===== config.mk =====
export PLATFORM = sky130hd
export DESIGN_NAME = tcsf_status
export DESIGN_NICKNAME = d
export VERILOG_FILES = /design/src/core/tcsf_status.v /design/src/core/tcsf_flag.v
export VERILOG_INCLUDE_DIRS = /design/src /design/src/core
export SDC_FILE = /design/constraint.sdc
export NUM_CORES = 1
export LEC_CHECK = 0
export ABC_AREA = 1
export BUFFER_PORTS_ARGS = -buffer_cell sky130_fd_sc_hd__buf_2
export CORE_MARGIN = 5
export CORE_UTILIZATION = 42
export CTS_BUF_LIST = sky130_fd_sc_hd__clkbuf_8
export DETAILED_ROUTE_END_ITERATION = 10
export PLACE_DENSITY = 0.78
export SETUP_SLACK_MARGIN = 0.15
export SYNTH_ARGS = -nofsm -noshare
export SYNTH_HDL_FRONTEND = slang
export SYNTH_SLANG_ARGS = --single-unit

===== constraint.sdc =====
create_clock -name mclk -period 0.9 [get_ports mclk]
set_input_delay 0.18 -clock mclk [delete_from_list [all_inputs] [get_ports mclk]]
set_output_delay 0.18 -clock mclk [all_outputs]
set_load 0.02 [all_outputs]

===== src/core/tcsf_map.vh =====
`ifndef TCSF_MAP_VH
`define TCSF_MAP_VH
// register offsets (byte addresses on the local port)
`define TCSF_STATUS_OFS 8'h00
`define TCSF_ENABLE_OFS 8'h04
`define TCSF_MODE_OFS 8'h08
// status bit positions
`define TCSF_BIT_DIR 7
`define TCSF_BIT_RSV6 6
`define TCSF_BIT_UNF 5
`define TCSF_BIT_OVF 4
`define TCSF_BIT_EVD 3
`define TCSF_BIT_EVC 2
// enable register bit positions
`define TCSF_EN_UNF 5
`define TCSF_EN_OVF 4
`define TCSF_EN_EVD 3
`define TCSF_EN_EVC 2
// mode register bit positions
`define TCSF_MODE_PHASE 0
`define TCSF_MODE_D_CAPT 1
`define TCSF_MODE_C_CAPT 2
// counter boundary values
`define TCSF_CNT_MIN 16'h0000
`define TCSF_CNT_MAX 16'hFFFF
// reset values
`define TCSF_STATUS_RST 8'hC0
`define TCSF_DIR_RST 1'b1
`endif


===== src/core/tcsf_status.v =====
// Our own choices: the register offsets and the address-and-strobe port.
`timescale 1ns/100ps
`include "tcsf_map.vh"
module tcsf_status #(
  parameter CHANNEL = 1,
  parameter CW = 16
) (
  // clock and reset
  input wire mclk,
  input wire resetn,
  // register port
  input wire [7:0] addr,
  input wire [7:0] wdata,
  input wire wr,
  input wire rd,
  output reg [7:0] rdata,
  // counter and event inputs
  input wire [CW-1:0] channel_counter,
  input wire count_up,
  input wire [CW-1:0] general_reg_c,
  input wire [CW-1:0] general_reg_d,
  input wire capture_c,
  input wire capture_d,
  // transfer controller acknowledges
  input wire xfer_ack_c,
  input wire xfer_ack_d,
  input wire transfer_disable_select,
  // interrupt requests
  output reg underflow_irq,
  output reg overflow_irq,
  output reg event_irq_c,
  output reg event_irq_d
);
  localparam FULL = (CHANNEL == 0) || (CHANNEL == 3);

  function hit;
    input [7:0] a;
    input [7:0] ofs;
    begin
      hit = (a == ofs);
    end
  endfunction

  ////////////////////////////////////////////////////////////////////////////////
  reg [CW-1:0] prev_cnt;
  reg prev_valid;
  reg [5:2] irq_en;
  reg [2:0] mode;
  reg count_direction_flag;
  wire underflow_flag;
  wire overflow_flag;
  wire event_flag_c;
  wire event_flag_d;
  wire st_rd = rd && hit(addr, `TCSF_STATUS_OFS);
  wire st_wr = wr && hit(addr, `TCSF_STATUS_OFS);
  wire phase = mode[`TCSF_MODE_PHASE];

  always @(posedge mclk or negedge resetn) begin
    if (!resetn) begin
      prev_cnt <= `TCSF_CNT_MIN;
      prev_valid <= 1'b0;
      count_direction_flag <= `TCSF_DIR_RST;
      irq_en <= 4'h0;
      mode <= 3'h0;
    end else begin
      prev_cnt <= channel_counter;
      prev_valid <= 1'b1;
      count_direction_flag <= count_up;
      if (wr && hit(addr, `TCSF_ENABLE_OFS)) begin
        irq_en <= wdata[5:2];
      end
      if (wr && hit(addr, `TCSF_MODE_OFS)) begin
        mode <= wdata[2:0];
      end
    end
  end

  ////////////////////////////////////////////////////////////////////////////////
  // underflow, overflow and compare/capture event detect, plus transfer-ack hardware clears
  wire unf_evt = !FULL && phase && prev_valid && prev_cnt == `TCSF_CNT_MIN
    && channel_counter == `TCSF_CNT_MAX;
  wire ovf_evt = prev_valid && prev_cnt == `TCSF_CNT_MAX && channel_counter == `TCSF_CNT_MIN;
  wire evd_evt = FULL && (mode[`TCSF_MODE_D_CAPT] ? capture_d
    : (channel_counter == general_reg_d));
  wire evc_evt = FULL && (mode[`TCSF_MODE_C_CAPT] ? capture_c
    : (channel_counter == general_reg_c));
  wire hwc_d = xfer_ack_d && !transfer_disable_select;
  wire hwc_c = xfer_ack_c && !transfer_disable_select;

  tcsf_flag u_unf (
    .mclk(mclk), .resetn(resetn), .set_evt(unf_evt), .hw_clear(1'b0),
    .sw_read(st_rd), .sw_write(st_wr), .sw_data(wdata[`TCSF_BIT_UNF]),
    .flag(underflow_flag)
  );
  tcsf_flag u_ovf (
    .mclk(mclk), .resetn(resetn), .set_evt(ovf_evt), .hw_clear(1'b0),
    .sw_read(st_rd), .sw_write(st_wr), .sw_data(wdata[`TCSF_BIT_OVF]),
    .flag(overflow_flag)
  );
  tcsf_flag u_evd (
    .mclk(mclk), .resetn(resetn), .set_evt(evd_evt), .hw_clear(hwc_d),
    .sw_read(st_rd), .sw_write(st_wr), .sw_data(wdata[`TCSF_BIT_EVD]),
    .flag(event_flag_d)
  );
  tcsf_flag u_evc (
    .mclk(mclk), .resetn(resetn), .set_evt(evc_evt), .hw_clear(hwc_c),
    .sw_read(st_rd), .sw_write(st_wr), .sw_data(wdata[`TCSF_BIT_EVC]),
    .flag(event_flag_c)
  );

  ////////////////////////////////////////////////////////////////////////////////
  reg [7:0] status_view;
  always @* begin
    status_view = 8'h00;
    status_view[`TCSF_BIT_DIR] = FULL ? 1'b1 : count_direction_flag;
    status_view[`TCSF_BIT_RSV6] = 1'b1;
    status_view[`TCSF_BIT_UNF] = FULL ? 1'b0 : underflow_flag;
    status_view[`TCSF_BIT_OVF] = overflow_flag;
    status_view[`TCSF_BIT_EVD] = FULL ? event_flag_d : 1'b0;
    status_view[`TCSF_BIT_EVC] = FULL ? event_flag_c : 1'b0;
  end

  always @(posedge mclk or negedge resetn) begin
    if (!resetn) begin
      rdata <= 8'h00;
      underflow_irq <= 1'b0;
      overflow_irq <= 1'b0;
      event_irq_c <= 1'b0;
      event_irq_d <= 1'b0;
    end else begin
      if (rd && hit(addr, `TCSF_STATUS_OFS)) begin
        rdata <= status_view;
      end else if (rd && hit(addr, `TCSF_ENABLE_OFS)) begin
        rdata <= {2'b00, irq_en, 2'b00};
      end else if (rd && hit(addr, `TCSF_MODE_OFS)) begin
        rdata <= {5'h00, mode};
      end else begin
        rdata <= 8'h00;
      end
      underflow_irq <= status_view[`TCSF_BIT_UNF] && irq_en[`TCSF_EN_UNF];
      overflow_irq <= overflow_flag && irq_en[`TCSF_EN_OVF];
      event_irq_d <= status_view[`TCSF_BIT_EVD] && irq_en[`TCSF_EN_EVD];
      event_irq_c <= status_view[`TCSF_BIT_EVC] && irq_en[`TCSF_EN_EVC];
    end
  end
endmodule // tcsf_status


===== src/core/tcsf_flag.v =====
`timescale 1ns/100ps
// one sticky event flag with read-armed software clear
module tcsf_flag (
  // clock and reset
  input wire mclk,
  input wire resetn,
  // events
  input wire set_evt,
  input wire hw_clear,
  input wire sw_read,
  input wire sw_write,
  input wire sw_data,
  // state
  output reg flag
);
  reg armed;
  always @(posedge mclk or negedge resetn) begin
    if (!resetn) begin
      flag <= 1'b0;
      armed <= 1'b0;
    end else begin
      if (set_evt) begin
        flag <= 1'b1;
      end else if (hw_clear) begin
        flag <= 1'b0;
      end else if (sw_write && !sw_data && armed) begin
        flag <= 1'b0;
      end
      if (set_evt || !flag || (sw_write && !sw_data && armed)) begin
        armed <= 1'b0;
      end else if (sw_read) begin
        armed <= 1'b1;
      end
    end
  end
endmodule // tcsf_flag


==> flow_metrics.py <==
metrics = {
    "logic_synthesis": {
        "synth_most_common_cell": "nand2_1",
        "syn_avg_cell_area_um2": 8.85,
        "synth_top_area_frac": 0.584,
        "netlist_top_cells_area": "dfrtp_1 (58%), nand2_1 (13%), nor2_1 (7.4%)",
        "synthesis.area_um2": 1630,
        "ys_types": 20,
        "synth_edf_count": 0,
        "yosys.area.top_type": "dfrtp_1",
        "syn_inst": 184,
        "synthTopCellsByCount": "nand2_1 (56), dfrtp_1 (38), nor2_1 (32)",
        "synth-seq-cells": 39,
        "yosysSeqAreaShare": 0.600,
        "ys.flop_type": "dfrtp_1",
        "async_flop_share": 1.00,
        "yosysWarnings": 0,
    },
    "power_and_ir_drop": {
        "internal-power_mw": 2.81,
        "switching_share": 0.226,
        "p_leak_nw": 1.26,
        "p_total_mw": 3.64,
        "seqPwrFrac": 0.507,
        "power_density_nw_per_um2": 1500,
        "vdd_drop_max_mv": 1.02,
        "power.switching_mw": 0.822,
        "p_comb_frac": 0.104,
        "power_frac_clock": 0.389,
    },
    "cells_and_area": {
        "final_util": 0.654,
        "fin_cells": 302,
        "fin_nets": 327,
        "drive_gt1_frac": 0.394,
        "fillers": 289,
        "diodes": 0,
        "area_growth_pct": 49.3,
    },
    "routing": {
        "firstDrtPassIters": 4,
        "drc": 0,
        "drtIter0Drc": 60,
        "vias": 1399,
        "drtAntennaViolNets": 0,
        "routed_wl_um": 3600,
        "vias_per_cell": 4.63,
        "wl_per_cell_um": 11.9,
    },
    "timing": {
        "drv_slew": 0,
        "hold_violations": 0,
        "whs_ps": 15.8,
        "fmax_mhz": 953,
        "setup_ws_ps": -150,
        "setup_viol": 16,
        "grt_setup_unrepaired": "true",
        "finalCriticalPeriod_ps": 1050,
        "fin_crit_sh": 1.17,
        "finalClockSkew_ps": 2.39,
    },
    "worst_setup_path": {
        "path_max_fanout": 2,
        "endpoint_kind": "flop",
        "endpoint": "u_unf.armed$_DFFE_PN0P_",
        "crit_start": "prev_cnt[7]$_DFF_PN0_",
        "required_ps": 1090,
        "r2r_slack_ps": -150,
        "worst_ep_arrival_time_ps": 1240,
        "reg2reg_depth": 6,
        "r2r-start": "prev_cnt[7]$_DFF_PN0_",
        "critPathLaunchType": "flop",
        "reg2reg_to": "u_unf.armed$_DFFE_PN0P_",
        "critical_path_class": "flop to flop",
    },
    "global_route": {
        "antenna_found_initial": 0,
        "grt_max_degree": 27,
        "grt.overflow.total": 0,
        "grtUsageTotal": 0.143,
        "grt_pass1_vias": 1323,
        "grt_pass1_wl_um": 5700,
    },
    "clocking": {
        "cts.path.max_buffers": 2,
        "numCtsBuffers": 5,
        "clockRootBuffer": "clkbuf_8",
        "clk_latency_ps": 290,
        "cts.sinks": 39,
        "cts_tree": "done",
        "h-tree-depth": 2,
        "clk_pin_slew_ps": 70,
    },
    "placed_design": {
        "place_ws_ps": -266,
        "portBuffers": 44,
        "gp_congestion": 0.694,
        "dp_hpwl_um": 2520,
        "place_inst": 283,
    },
    "job": {
        "max-cap-violations": 0,
    },
    "min_path": {
        "hold_class": "input pin to flop",
        "hold_start": "channel_counter[11]",
    },
    "floorplanning": {
        "initial_utilization": 0.438,
        "die_h_um": 72.3,
        "die-area_um2": 5220,
        "ios": 86,
        "die_width_um": 72.3,
        "core_um2": 3720,
        "rows": 22,
    },
    "outcome": {
        "violations": "setup timing",
        "status": "complete, but fails checks",
    },
}
## repair_timing
| action | in CTS | in global routing |
|---|---|---|
| pin swaps | 16 | 24 |
| hold buffers | 2 | 0 |
| hold endpoints to repair | 14 | 0 |
| buffers inserted | 4 | 5 |
| gates resized for setup | 28 | 28 |
| setup endpoints to repair | 22 | 45 |
## per-stage QoR
| stage | area [µm²] | setup TNS (ps) |
|---|---|---|
| after CTS | 2290 | -1160 |
| after floorplan | 1700 | -6.21 |
| after detailed placement | 2040 | -3300 |
| final | 2430 | -1250 |
| after global routing | 2430 | -1940 |
| after global placement | 2040 | -2940 |
## cells in the final DEF (no fill, tap or decap), types with 3 or more instances in the layout
| master | count |
|---|---|
| buf_2 | 26 |
| buf_4 | 13 |
| buf_6 | 16 |
| buf_8 | 4 |
| clkbuf_8 | 5 |
| conb_1 | 3 |
| dfrtp_1 | 38 |
| inv_1 | 16 |
| nand2_1 | 47 |
| nand2_2 | 7 |
| nand2_4 | 4 |
| nand3_1 | 8 |
| nand4_1 | 3 |
| nor2_1 | 30 |
| nor2_2 | 3 |
| nor2_4 | 5 |
| o21ai_1 | 3 |
## how the worst min path moves through the flow
stage,endpoint,slack (ps),cells past startpoint
final,prev_cnt[11]$_DFF_PN0_,20,1
after global routing,prev_cnt[15]$_DFF_PN0_,3,1
after CTS,prev_cnt[11]$_DFF_PN0_,0.4,1
after detailed placement,underflow_irq$_DFF_PN0_,60,1
after global placement,underflow_irq$_DFF_PN0_,60,1
after floorplan,irq_en[2]$_DFFE_PN0P_,-120,0
## state kept, by name, indices dropped and copies added (netlist names), 3 cells and up
register and cells:
mode 3, prev_cnt 16, irq_en 4, rdata 8
## kinds of logic after synthesis
group,share of synthesized area
simple gates,0.321
flops,0.600
buf+inv,0.0584
compound gates,0.0154
other cells,0.00461
## power groups by stage
stage	Clock [mW]	Combinational, mW	Sequential, mW
2_1_floorplan	0	0.119	1.87
3_3_place_gp	0	0.296	1.87
3_5_place_dp	0	0.303	1.87
4_1_cts	1.47	0.330	1.84
5_1_grt	1.52	0.420	1.85
6_report	1.41	0.377	1.84
## metal layers
layer  global-route usage  vias up  wire length (µm)
met3               0.0374        5               252
met1                0.169      650              1380
met2                0.249       45              1910
met5                    0        -                 0
li1                     -      699                 -
met4               0.0564        0                53
## area by class of cell
| type | instances | area, µm² | area share |
|---|---|---|---|
| Tap cell | 48 | 60.1 | 0.0247 |
| Multi-Input combinational cell | 123 | 658 | 0.271 |
| Clock buffer | 5 | 68.8 | 0.0283 |
| Timing Repair Buffer | 63 | 515 | 0.212 |
| Clock inverter | 3 | 43.8 | 0.0180 |
| Sequential cell | 39 | 977 | 0.402 |
| Inverter | 21 | 108 | 0.0443 |
## worst max-delay path, cell delays in order (launching register included)
cell and delay [ps]:
dfrtp_1 410, nor2_2 110, nand3_1 70, nor2_1 100
nand3_1 110, nand2_1 100, nor2_2 40
(Power assumes the default switching activity.)
